### config.mk
export PLATFORM = sky130hd
export DESIGN_NAME = nmd_top
export DESIGN_NICKNAME = d
export VERILOG_FILES = /design/src/shared/nmd_pkg.sv /design/src/shared/nmd_iq_if.sv /design/src/verilog/nmd_pin_sync.sv /design/src/verilog/nmd_nco_mixer.sv /design/src/verilog/nmd_top.sv
export SDC_FILE = /design/constraint.sdc
export NUM_CORES = 2
export LEC_CHECK = 0
export ABC_AREA = 1
export BUFFER_PORTS_ARGS = -buffer_cell sky130_fd_sc_hd__buf_2
export CAP_MARGIN = 40
export CORE_MARGIN = 2
export CORE_UTILIZATION = 45
export CTS_BUF_LIST = sky130_fd_sc_hd__clkbuf_8
export CTS_CLUSTER_DIAMETER = 120
export DETAILED_ROUTE_END_ITERATION = 8
export PLACE_DENSITY = 0.57
export SYNTH_ARGS = -nofsm -noshare
export SYNTH_HDL_FRONTEND = slang
export SYNTH_SLANG_ARGS = --single-unit
### constraint.sdc
create_clock -name i_sys_clk -period 18.93 [get_ports i_sys_clk]
set_input_delay 3.786 -clock i_sys_clk [delete_from_list [all_inputs] [get_ports i_sys_clk]]
set_output_delay 3.786 -clock i_sys_clk [all_outputs]
set_load 0.01 [all_outputs]
### src/shared/nmd_pkg.sv
// package: constants and sine table for the nco mixer decimator block
// Contract
// 32-bit oscillator, rotation sense selectable
// frequency word is signed twos complement
// mixer multiplies real sample by oscillator
// new frequency active only after reload toggle
// software inverts mixer phase, fin minus fnco
// controller computes word as f*2^32/fs
// complex decimation by 2,4,8,16,32
// real mode gives half complex bandwidth
// alignment enable turns powerdown pin into align
// align pin captured on sampling clock edge
// alignment resets dividers, aligns I and Q
// alignment clears phase, loads pending word
// alignment from software bit or pin
// no alignment leaves dividers free running
// controller realigns only at 64-cycle multiples
// real mode bypasses mixer, low-pass only
// filter arithmetic kept at 20 bits; the code holds the sums at 25 bits and cuts the output to 20
// optional 6 dB complex, 3 dB real gain
// output word with one-cycle valid strobe
package nmd_pkg;
	localparam int NCO_W  = 32;
	localparam int SMP_W  = 16;
	localparam int ACC_W  = 20;
	localparam int SUM_W  = 25;
	localparam int CNT_W  = 5;
	localparam int PIDX_W = 6;
	localparam int AMP_W  = 17;
	localparam int ADR_W  = 8;
	localparam int DAT_W  = 32;

	// register byte addresses
	localparam logic [ADR_W-1:0] ADDR_CTRL = 8'h00;
	localparam logic [ADR_W-1:0] ADDR_FREQ = 8'h04;
	localparam logic [ADR_W-1:0] ADDR_CMD  = 8'h08;
	localparam logic [ADR_W-1:0] ADDR_STAT = 8'h0c;
	localparam logic [ADR_W-1:0] ADDR_FACT = 8'h10;

	// control fields
	localparam int CTRL_DEC_EN   = 0;
	localparam int CTRL_REAL     = 1;
	localparam int CTRL_INVERT   = 2;
	localparam int CTRL_GAIN     = 3;
	localparam int CTRL_ALIGN_EN = 4;
	localparam int CTRL_RATIO_LO = 8;
	localparam int RATIO_W       = 3;
	localparam logic [DAT_W-1:0] CTRL_MASK = 32'h0000_071f;
	localparam logic [DAT_W-1:0] CTRL_RST  = 32'h0000_0000;
	localparam logic [NCO_W-1:0] FREQ_RST  = 32'h0000_0000;
	localparam logic [RATIO_W-1:0] RATIO_MAX = 3'h4;

	// command and status fields
	localparam int CMD_RESTART  = 0;
	localparam int CMD_ALIGN    = 1;
	localparam int STAT_PDN     = 0;
	localparam int STAT_ALIGNED = 1;
	localparam int STAT_PEND    = 2;

	// mixer bypass scales a 16-bit sample into 20 bits
	localparam int SMP_SHIFT = 4;
	localparam int QTR_OFS   = 16;

	// quarter sine, sampled at half steps
	localparam logic [15:0] SIN_LUT [16] = '{
		16'h0648, 16'h12c8, 16'h1f1a, 16'h2b1f,
		16'h36ba, 16'h41ce, 16'h4c40, 16'h55f5,
		16'h5ed7, 16'h66cf, 16'h6dca, 16'h73b6,
		16'h7884, 16'h7c29, 16'h7e9d, 16'h7fd8
	};
endpackage

### src/shared/nmd_iq_if.sv
// interface: mixed I/Q sample stream from mixer to decimator
`timescale 1ns/100ps
`default_nettype none
interface nmd_iq_if;
	logic signed [nmd_pkg::ACC_W-1:0] i;
	logic signed [nmd_pkg::ACC_W-1:0] q;
	logic                             vld;
	modport src (output i, q, vld);
	modport snk (input i, q, vld);
endinterface
`default_nettype wire

### src/verilog/nmd_pin_sync.sv
// module: two-stage synchroniser and rise detect for the shared pin
`timescale 1ns/100ps
`default_nettype none
module nmd_pin_sync
(
	// clock and reset
	input  wire logic i_sys_clk,
	input  wire logic i_arst_n,
	// pin and results
	input  wire logic i_pin,
	output logic      o_level,
	output logic      o_rise
);
	typedef struct packed {
		logic s1;
		logic s2;
		logic s3;
	} nmd_sync_st_t;

	nmd_sync_st_t r;
	nmd_sync_st_t n;

	always_comb
	begin
		n    = r;
		n.s1 = i_pin;
		n.s2 = r.s1;
		n.s3 = r.s2;
	end

	always_ff @(posedge i_sys_clk or negedge i_arst_n)
	begin
		if (!i_arst_n)
			r <= '0;
		else
			r <= n;
	end

	assign o_level = r.s2;
	assign o_rise  = r.s2 & ~r.s3;
endmodule
`default_nettype wire

### src/verilog/nmd_nco_mixer.sv
// module: phase accumulator, sine lookup and complex mixer
`timescale 1ns/100ps
`default_nettype none
module nmd_nco_mixer
(
	// clock and reset
	input  wire logic                          i_sys_clk,
	input  wire logic                          i_arst_n,
	// samples
	input  wire logic signed [nmd_pkg::SMP_W-1:0] i_smp,
	input  wire logic                          i_smp_valid,
	// control
	input  wire logic [nmd_pkg::NCO_W-1:0]     i_freq_pend,
	input  wire logic                          i_restart,
	input  wire logic                          i_invert,
	input  wire logic                          i_bypass,
	output logic [nmd_pkg::NCO_W-1:0]          o_freq_act,
	// mixed stream
	nmd_iq_if.src                              iq
);
	import nmd_pkg::*;

	typedef struct packed {
		logic [NCO_W-1:0]        phase;
		logic [NCO_W-1:0]        freq;
		logic signed [ACC_W-1:0] i;
		logic signed [ACC_W-1:0] q;
		logic                    vld;
	} nmd_nco_st_t;

	nmd_nco_st_t r;
	nmd_nco_st_t n;

	function automatic logic signed [AMP_W-1:0] sin_lu
	(
		input logic [PIDX_W-1:0] p
	);
		logic [15:0] a;
		a = p[4] ? SIN_LUT[~p[3:0]] : SIN_LUT[p[3:0]];
		sin_lu = p[5] ? -$signed({1'b0, a}) : $signed({1'b0, a});
	endfunction

	logic [PIDX_W-1:0]              pidx;
	logic signed [AMP_W-1:0]        cos_v;
	logic signed [AMP_W-1:0]        sin_v;
	logic signed [SMP_W+AMP_W-1:0]  prod_i;
	logic signed [SMP_W+AMP_W-1:0]  prod_q;

	always_comb
	begin
		n      = r;
		pidx   = r.phase[NCO_W-1 -: PIDX_W];
		cos_v  = sin_lu(pidx + PIDX_W'(QTR_OFS));
		sin_v  = sin_lu(pidx);
		// inversion conjugates the sequence
		if (i_invert)
			sin_v = -sin_v;
		prod_i = i_smp * cos_v;
		prod_q = i_smp * sin_v;
		n.vld  = i_smp_valid;
		if (i_bypass)
		begin
			// real path skips the mixer
			n.i = ACC_W'(i_smp) <<< SMP_SHIFT;
			n.q = '0;
		end
		else
		begin
			n.i = prod_i[SMP_W+AMP_W-3 -: ACC_W];
			n.q = prod_q[SMP_W+AMP_W-3 -: ACC_W];
		end
		if (i_restart)
		begin
			n.phase = '0;
			n.freq  = i_freq_pend;
		end
		else if (i_smp_valid)
			n.phase = r.phase + r.freq;
	end

	always_ff @(posedge i_sys_clk or negedge i_arst_n)
	begin
		if (!i_arst_n)
		begin
			r       <= '0;
			r.freq  <= FREQ_RST;
		end
		else
			r <= n;
	end

	assign iq.i       = r.i;
	assign iq.q       = r.q;
	assign iq.vld     = r.vld;
	assign o_freq_act = r.freq;
endmodule
`default_nettype wire

### src/verilog/nmd_top.sv
// module: apb registers, alignment control and decimation filter
//
// Implementation choices: the placing of the registers and the APB slave port.
`timescale 1ns/100ps
`default_nettype none
module nmd_top
(
	// clock and reset
	input  wire logic                          i_sys_clk,
	input  wire logic                          i_arst_n,

	// apb slave
	input  wire logic                          i_psel,
	input  wire logic                          i_penable,
	input  wire logic                          i_pwrite,
	input  wire logic [nmd_pkg::ADR_W-1:0]     i_paddr,
	input  wire logic [nmd_pkg::DAT_W-1:0]     i_pwdata,
	output logic [nmd_pkg::DAT_W-1:0]          o_prdata,
	output logic                               o_pready,
	output logic                               o_pslverr,

	// adc samples
	input  wire logic signed [nmd_pkg::SMP_W-1:0] i_smp,
	input  wire logic                          i_smp_valid,

	// shared powerdown / alignment pin
	input  wire logic                          i_powerdown_align_pin,
	output logic                               o_powerdown,

	// filtered output
	output logic signed [nmd_pkg::ACC_W-1:0]   o_dout_i,
	output logic signed [nmd_pkg::ACC_W-1:0]   o_dout_q,
	output logic                               o_dout_valid,
	output logic                               o_dout_real
);
	import nmd_pkg::*;

	typedef struct packed {
		// register file
		logic [DAT_W-1:0]        ctrl;
		logic [NCO_W-1:0]        freq;
		logic                    pend;
		logic                    aligned;
		logic                    restart;
		logic                    align;
		// apb answer
		logic [DAT_W-1:0]        prdata;
		logic                    pready;
		logic                    pslverr;
		// decimator
		logic [CNT_W-1:0]        cnt;
		logic signed [SUM_W-1:0] acc_i;
		logic signed [SUM_W-1:0] acc_q;
		// output stage
		logic signed [ACC_W-1:0] dout_i;
		logic signed [ACC_W-1:0] dout_q;
		logic                    dout_vld;
		logic                    dout_real;
		logic                    pdn;
	} nmd_top_st_t;

	nmd_top_st_t r;
	nmd_top_st_t n;

	nmd_iq_if iq ();

	logic             pin_level;
	logic             pin_rise;
	logic [NCO_W-1:0] freq_act;

	// control decode
	logic                 dec_en;
	logic                 real_m;
	logic                 invert;
	logic                 gain_en;
	logic                 align_en;
	logic [RATIO_W-1:0]   ratio_raw;
	logic [RATIO_W-1:0]   ratio;
	logic [CNT_W-1:0]     last;
	logic                 align_evt;
	logic                 restart_evt;
	// apb decode
	logic                 apb_setup;
	logic                 apb_wr;
	logic [DAT_W-1:0]     stat_word;
	logic [DAT_W-1:0]     rd_word;
	logic                 rd_err;
	// filter arithmetic
	logic signed [SUM_W-1:0] sum_i;
	logic signed [SUM_W-1:0] sum_q;
	logic signed [SUM_W-1:0] avg_i;
	logic signed [SUM_W-1:0] avg_q;

	// saturation limits of the 20-bit output word
	localparam logic signed [ACC_W+1:0] SAT_HI =
		(ACC_W+2)'($signed({1'b0, {(ACC_W-1){1'b1}}}));
	localparam logic signed [ACC_W+1:0] SAT_LO =
		(ACC_W+2)'($signed({1'b1, {(ACC_W-1){1'b0}}}));

	// fixed gain with saturation back to 20 bits
	function automatic logic signed [ACC_W-1:0] gain_sat
	(
		input logic signed [ACC_W-1:0] v,
		input logic                    en,
		input logic                    real_mode
	);
		logic signed [ACC_W+1:0] w;
		logic signed [ACC_W+1:0] g;
		w = (ACC_W+2)'(v);
		// real gain is about root two, built from shifts
		if (!en)
			g = w;
		else if (real_mode)
			g = w + (w >>> 2) + (w >>> 3) + (w >>> 5);
		else
			g = w <<< 1;
		if (g > SAT_HI)
			gain_sat = SAT_HI[ACC_W-1:0];
		else if (g < SAT_LO)
			gain_sat = SAT_LO[ACC_W-1:0];
		else
			gain_sat = g[ACC_W-1:0];
	endfunction

	nmd_pin_sync u_pin_sync
	(
		.i_sys_clk (i_sys_clk),
		.i_arst_n  (i_arst_n),
		.i_pin     (i_powerdown_align_pin),
		.o_level   (pin_level),
		.o_rise    (pin_rise)
	);

	nmd_nco_mixer u_nco_mixer
	(
		.i_sys_clk   (i_sys_clk),
		.i_arst_n    (i_arst_n),
		.i_smp       (i_smp),
		.i_smp_valid (i_smp_valid),
		.i_freq_pend (r.freq),
		.i_restart   (restart_evt),
		.i_invert    (invert),
		.i_bypass    (real_m | ~dec_en),
		.o_freq_act  (freq_act),
		.iq          (iq)
	);

	assign dec_en    = r.ctrl[CTRL_DEC_EN];
	assign real_m    = r.ctrl[CTRL_REAL];
	assign invert    = r.ctrl[CTRL_INVERT];
	assign gain_en   = r.ctrl[CTRL_GAIN];
	assign align_en  = r.ctrl[CTRL_ALIGN_EN];
	assign ratio_raw = r.ctrl[CTRL_RATIO_LO +: RATIO_W];

	// pin role chosen by software
	assign align_evt   = r.align | (align_en & pin_rise);
	// restart reloads the word, divider phase untouched
	assign restart_evt = r.restart | align_evt;

	assign apb_setup = i_psel & ~i_penable;
	assign apb_wr    = i_psel & i_penable & r.pready & i_pwrite;

	always_comb
	begin
		stat_word               = '0;
		stat_word[STAT_PDN]     = r.pdn;
		stat_word[STAT_ALIGNED] = r.aligned;
		stat_word[STAT_PEND]    = r.pend;
	end

	// register read mux, also flags unmapped addresses
	always_comb
	begin
		rd_word = '0;
		rd_err  = 1'b0;
		case (i_paddr)
			ADDR_CTRL: rd_word = r.ctrl;
			ADDR_FREQ: rd_word = r.freq;
			ADDR_CMD:  rd_word = '0;
			ADDR_STAT: rd_word = stat_word;
			ADDR_FACT: rd_word = freq_act;
			default:   rd_err  = 1'b1;
		endcase
	end

	// ratio codes above the largest clamp to 32
	always_comb
	begin
		ratio = (ratio_raw > RATIO_MAX) ? RATIO_MAX : ratio_raw;
		last  = {CNT_W{1'b1}} >> (RATIO_MAX - ratio);
		sum_i = r.acc_i + {{(SUM_W-ACC_W){iq.i[ACC_W-1]}}, iq.i};
		sum_q = r.acc_q + {{(SUM_W-ACC_W){iq.q[ACC_W-1]}}, iq.q};
		avg_i = sum_i >>> (ratio + RATIO_W'(1));
		avg_q = sum_q >>> (ratio + RATIO_W'(1));
	end

	always_comb
	begin
		n          = r;
		n.restart  = 1'b0;
		n.align    = 1'b0;
		n.dout_vld = 1'b0;
		// no wait states: answer in the first access cycle
		n.pready   = apb_setup;
		n.pdn      = ~align_en & pin_level;

		// read data prepared during the setup phase
		if (apb_setup)
		begin
			n.prdata  = rd_word;
			n.pslverr = rd_err;
		end

		// loading the word clears pending; a new write wins
		if (restart_evt)
			n.pend = 1'b0;

		if (apb_wr)
		begin
			case (i_paddr)
				ADDR_CTRL: n.ctrl = i_pwdata & CTRL_MASK;
				ADDR_FREQ:
				begin
					n.freq = i_pwdata;
					n.pend = 1'b1;
				end
				ADDR_CMD:
				begin
					n.restart = i_pwdata[CMD_RESTART];
					n.align   = i_pwdata[CMD_ALIGN];
				end
				ADDR_STAT:
				begin
					if (i_pwdata[STAT_ALIGNED])
						n.aligned = 1'b0;
				end
				default: n.ctrl = r.ctrl;
			endcase
		end

		if (align_evt)
			n.aligned = 1'b1;

		// decimator: dividers reset only by alignment
		if (align_evt)
		begin
			n.cnt   = '0;
			n.acc_i = '0;
			n.acc_q = '0;
		end
		else if (iq.vld)
		begin
			// filter off: mixer bypassed too, each sample scaled by 16 passes straight out
			if (!dec_en)
			begin
				n.dout_i    = iq.i;
				n.dout_q    = iq.q;
				n.dout_vld  = 1'b1;
				n.dout_real = 1'b0;
			end
			else if (r.cnt == last)
			begin
				// I and Q dumped on the same sample
				n.cnt       = '0;
				n.acc_i     = '0;
				n.acc_q     = '0;
				n.dout_i    = gain_sat(avg_i[ACC_W-1:0], gain_en,
					real_m);
				n.dout_q    = real_m ? '0 :
					gain_sat(avg_q[ACC_W-1:0], gain_en, 1'b0);
				n.dout_vld  = 1'b1;
				n.dout_real = real_m;
			end
			// still integrating: carry the running sums
			else
			begin
				n.cnt   = r.cnt + CNT_W'(1);
				n.acc_i = sum_i;
				n.acc_q = sum_q;
			end
		end
	end

	always_ff @(posedge i_sys_clk or negedge i_arst_n)
	begin
		if (!i_arst_n)
		begin
			r      <= '0;
			r.ctrl <= CTRL_RST;
			r.freq <= FREQ_RST;
		end
		else
			r <= n;
	end

	// every output straight from a register
	assign o_prdata     = r.prdata;
	assign o_pready     = r.pready;
	assign o_pslverr    = r.pslverr;
	assign o_powerdown  = r.pdn;
	assign o_dout_i     = r.dout_i;
	assign o_dout_q     = r.dout_q;
	assign o_dout_valid = r.dout_vld;
	assign o_dout_real  = r.dout_real;
endmodule
`default_nettype wire

Word-level counts from Yosys, hierarchy flattened:

Memories as Yosys holds them, arrays and structs flattened.
Index checks and enable logic that the tools add are counted.

* register bits: 284
* ROM bits: 1024
* output and inout port bits: 77
* memories kept: 4

Memory list
* (no name shown): depth 16, bits a word 16, rd ports 1, clocked after Yosys merged registers in 0, wr ports 0, line nmd_nco_mixer.sv:39 `a = p[4] ? SIN_LUT[~p[3:0]] : SIN_LUT[p[3:0]];`
* (no name shown): depth 16, bits a word 16, rd ports 1, clocked after Yosys merged registers in 0, wr ports 0, line nmd_nco_mixer.sv:39
* (no name shown): depth 16, bits a word 16, rd ports 1, clocked after Yosys merged registers in 0, wr ports 0, line nmd_nco_mixer.sv:39
* (no name shown): depth 16, bits a word 16, rd ports 1, clocked after Yosys merged registers in 0, wr ports 0, line nmd_nco_mixer.sv:39

* $add $sub $neg: 13
* multiply operators: 2
* magnitude comparators: 9
* equality and inequality tests: 6
* shifts and indexed selects: 3
* mux-type cells: 49
* bitwise logic cells: 21
* reductions and logical operators: 13

Operators by type and width (count)
* 2-to-1 mux 22 bit: 10
* 2-to-1 mux 55 bit: 3
* 2-to-1 mux 16 bit: 10
* one-hot mux 32 bit (4 select lines): 1
* 2-to-1 mux 20 bit: 6
* 2-to-1 mux 97 bit: 1
* 2-to-1 mux 42 bit: 2
* 2-to-1 mux 32 bit: 2
* multiplier 16 x 17 -> 31 bit: 2
* 2-to-1 mux 17 bit: 3
* adder 25 bit: 2
* >>> shifter 25 x 3 -> 20 bit: 2
* greater-than comparator 22 x 20 -> 1 bit (second input constant): 2
* < comparator 22 x 20 -> 1 bit (second input constant): 2
* 2-to-1 mux 40 bit: 1
* negator 16 -> 17 bit: 2
* adder 32 bit: 1
* adder 21 x 17 -> 22 bit: 1
* adder 22 x 15 -> 22 bit: 1
* adder 20 x 18 -> 21 bit: 1
* greater-or-equal comparator 5 bit (second input constant): 4
* NOT 4 -> 5 bit: 4
* negator 17 bit: 1
* == test 8 x 4 -> 1 bit (second input constant): 2
* 23 further kinds: 50

Longest topological paths before layout:

* word-level depth: 20
* gate-level depth with buffers: 52

Modules after synthesis:

Synthesis repeated with hierarchy kept, for this count alone.

* cell total of the unflattened synthesis: 5860
* area, all modules: 43349.1 sq um

By module, submodules not included
* nmd_nco_mixer: times used 1, cells an instance 3458, area an instance 27400.0 sq um
* nmd_top: times used 1, cells an instance 2397, area an instance 15864.0 sq um
* nmd_pin_sync: times used 1, cells an instance 5, area an instance 85.1 sq um

Worst setup path before layout:

Ideal clock, no wire load.

* kind: input to register
* start: input i_smp[2] in the netlist's numbering
* end: register u_nco_mixer.r (netlist bit u_nco_mixer.iq.q[18])
* arrival time: 9594 ps
* required time: 18811 ps
* path slack: 9217 ps
* stages on the path: 25
* cell sequence: clkbuf_1 clkinv_1 clkbuf_1 nor2_1 fa_1 fa_1 clkbuf_1 xnor2_1 nor2_1 a21oi_1 fa_1 inv_1 fa_1 inv_1 fa_1 inv_1 ha_1 a21oi_1 nor2_1 nor2_1 nor2_1 a2111oi_0 nand3_1 nand2_1 nor2_1

RTL lines
* from (decl): line nmd_top.sv:23 `input wire logic signed [nmd_pkg::SMP_W-1:0] i_smp,`
* to (signal assigned): line nmd_nco_mixer.sv:89 `r <= n;`
* to (decl): line nmd_nco_mixer.sv:31 `nmd_nco_st_t r;`

==> reports/results.txt <==
Clock skew: 0.0280 ns
Largest net degree at the start of global routing: 111
Worst path slowest cell: dfrtp_1
Post-cts gate resize count: 0
Outcome: complete, no violations
Core Region: 91900 µm²
Crit-path most repeated cell: inv_1
Crit end category: flop
CTS Hold Bufs: 0
Period minus WS final: 10.47 ns
Post-Syn Nets: 6594
Drt pass-1 iters: 6
Vias per cell: 5.32
Die area: 95600 µm²
Netlist Area Pre-Place: 41900 µm²
R2R cell count: 37
Die W: 309 µm
Cell taking the most area after synthesis: fa_1
Placed cells: 6878
CTS sink cnt: 284
CTS H-Tree Depth: 2
CTS tree: yes
Setup Fix Bufs, Post-CTS: 0
Dpl ws: 8.12 ns
Reg-to-reg critical path startpoint: u_nco_mixer.pidx[1]
Final Setup Violations: 0
Worst-Skew Late Latency: 0.68 ns
Ys async rst share: 1.00
Slew Viols, Final: 0
Crit path DAT: 11.04 ns
Final HPWL DP: 105000 µm
Hold Vio Cnt, Final: 0
Final non-filler cell total: 6970
Max FO, Critical Path: 13
Final nets: 6577
Fin crit share: 0.553
Synth Flop Type: dfrtp_1
Synth cell count leaders: 1454 x nand2_1, 961 x inv_1, 546 x fa_1
Hold WC Path Type: flop to flop
Fmax: 95.5 MHz
Ys Warns: 0
Worst flop-to-flop path endpoint: u_nco_mixer.iq.i[17]
Worst slew margin: 0.347
RSZ-0062 raised after global routing: false
Critical Path RT: 19.49 ns
Least-Margin Pin Slew: 0.980 ns
Hold Crit Start: u_pin_sync.n[1]
Post-synthesis cell count: 5705
GRT Total Usage: 0.280
Initial antenna violation count: 2
I/O Pins: 140
WL/cell: 18.9 µm
Synth Register Bits: 284
Setup crit start kind: flop
Largest cells by area after synthesis: fa_1 26%, dfrtp_1 17%, nand2_1 13%
Vias in the first global route: 36.9k
Initial core utilization: 0.456
Buffers on Ports: 139
GR Overflow Total: 0
CP Buf/Inv Count: 9
Total negative slack: 0 ns
Area share of the leading cell type in the synthesized netlist: 0.261
Top delay family on crit path: adder cells
CTS Root Cell: clkbuf_8
Clock Path Buffers: 3
CP max stage delay: 0.57 ns
CP Class: flop to flop
Top-count cell post-synth: nand2_1
Remaining DRCs: 0
Final GP Congestion: 0.939
Share of layout cells above drive strength 1: 0.0597
Global-route wire length before repair: 209000 µm
Post-synthesis sequential area ratio: 0.170
Final WS setup: 8.46 ns
Final hold slack: 0.363 ns
Initial drt markers: 2742
Site Rows: 111
Setup slack, reg-to-reg: 8.46 ns
Die Ht: 309 µm
Avg Cell Area, Syn: 7.35 µm²
Routed WL: 132000 µm
Hold EP: u_pin_sync.o_level
CTS clock-pin slew for the worst setup and hold paths: 0.06 ns
CTS buffer count: 51
Distinct cells, synth: 61
Worst hold stages: 0
Number of synthesized flops with an enable pin: 0
Final ANT Viol Nets: 0
Via Count: 37.1k
Max Cap Viol: 0
Synth-to-Final Area Change: 6.18%
==> metal layers <==
| layer | vias to the layer above | track usage | routed length (µm) |
|---|---|---|---|
| met1 | 18200 | 0.401 | 60400 |
| met4 | 0 | 0.0641 | 2930 |
| met3 | 165 | 0.0280 | 7760 |
| met5 | - | 0 | 0 |
| li1 | 17700 | - | - |
| met2 | 1083 | 0.458 | 60500 |
==> worst max-delay path by stage <==
| stage | slack, ns | endpoint | cells after the start | from |
|---|---|---|---|---|
| floorplan | 9.22 | u_nco_mixer.iq.q[18] | 25 | i_smp[2] |
| global placement | 8.12 | u_nco_mixer.iq.q[18] | 25 | i_smp[4] |
| detailed placement | 8.12 | u_nco_mixer.iq.q[18] | 25 | i_smp[4] |
| CTS | 8.61 | u_nco_mixer.iq.i[17] | 37 | u_nco_mixer.pidx[1] |
| global route | 7.88 | u_nco_mixer.iq.i[17] | 37 | u_nco_mixer.pidx[1] |
| finish | 8.46 | u_nco_mixer.iq.i[17] | 37 | u_nco_mixer.pidx[1] |
==> cell type report <==
type | count | area (µm²)
Tap cell | 1243 | 1560
Clock inverter | 26 | 200
Sequential cell | 284 | 7110
Fill cell | 9578 | 47400
Clock buffer | 65 | 895
Inverter | 997 | 3750
Multi-Input combinational cell | 4168 | 29800
Antenna cell | 1 | 2.50
Timing Repair Buffer | 186 | 1180
==> sequential cells by signal, summed over array words and instances (netlist names), 6 cells and up <==
| signal | count |
|---|---|
| o_prdata | 32 |
| u_nco_mixer.iq.q | 20 |
| u_nco_mixer.iq.i | 20 |
| o_dout_i | 20 |
| u_nco_mixer.pidx | 6 |
| o_dout_q | 20 |
| u_nco_mixer.o_freq_act | 32 |
| r | 95 |
| u_nco_mixer.r | 26 |
==> kinds of logic (layout without fill, tap and decap cells) <==
| family | after synthesis | in the layout | share of synthesized area |
|---|---|---|---|
| compound gates | 763 | 763 | 0.103 |
| xor+xnor | 104 | 104 | 0.0224 |
| fa+ha+maj | 826 | 826 | 0.344 |
| buf+inv | 1253 | 1274 | 0.120 |
| flops | 284 | 284 | 0.170 |
| other cells | 0 | 1 | 0 |
| simple gates | 2475 | 2475 | 0.240 |
==> per-stage QoR <==
step,cell area (µm²),util
6_report,44500,0.484
5_1_grt,44500,0.484
4_1_cts,44500,0.484
3_5_place_dp,43400,0.472
3_3_place_gp,43200,0.470
2_1_floorplan,41900,-
==> cells in the final DEF, fill, tap and decap left out, types with 9 or more instances in the layout <==
cell      synthesis  final
buf_2            15    138
o21bai_1         14     14
nor2_1          529    525
nand2_2          15     16
o21a_1            9      9
fa_1            546    546
xnor2_1          53     52
a22o_1           16     16
inv_1           961    974
nand3_1         349    349
nor3_1           30     28
a31oi_1          15     15
clkbuf_8          0     65
a221oi_1         10     10
ha_1            280    280
or2_2            26     26
nor4_1           13     12
a21oi_1         291    291
xor2_1           49     49
dfrtp_1         284    284
a21o_1           19     19
o211ai_1         13     13
inv_2            10     10
o21ai_0         298    298
nand4_1          36     36
o21ai_1          10     10
buf_4            75     38
clkinv_1         25     25
a32o_1           20     20
nand2_1        1454   1453
Power is not shown: default switching activity piles up to over one toggle a cycle in this logic, so the estimate is an artifact.
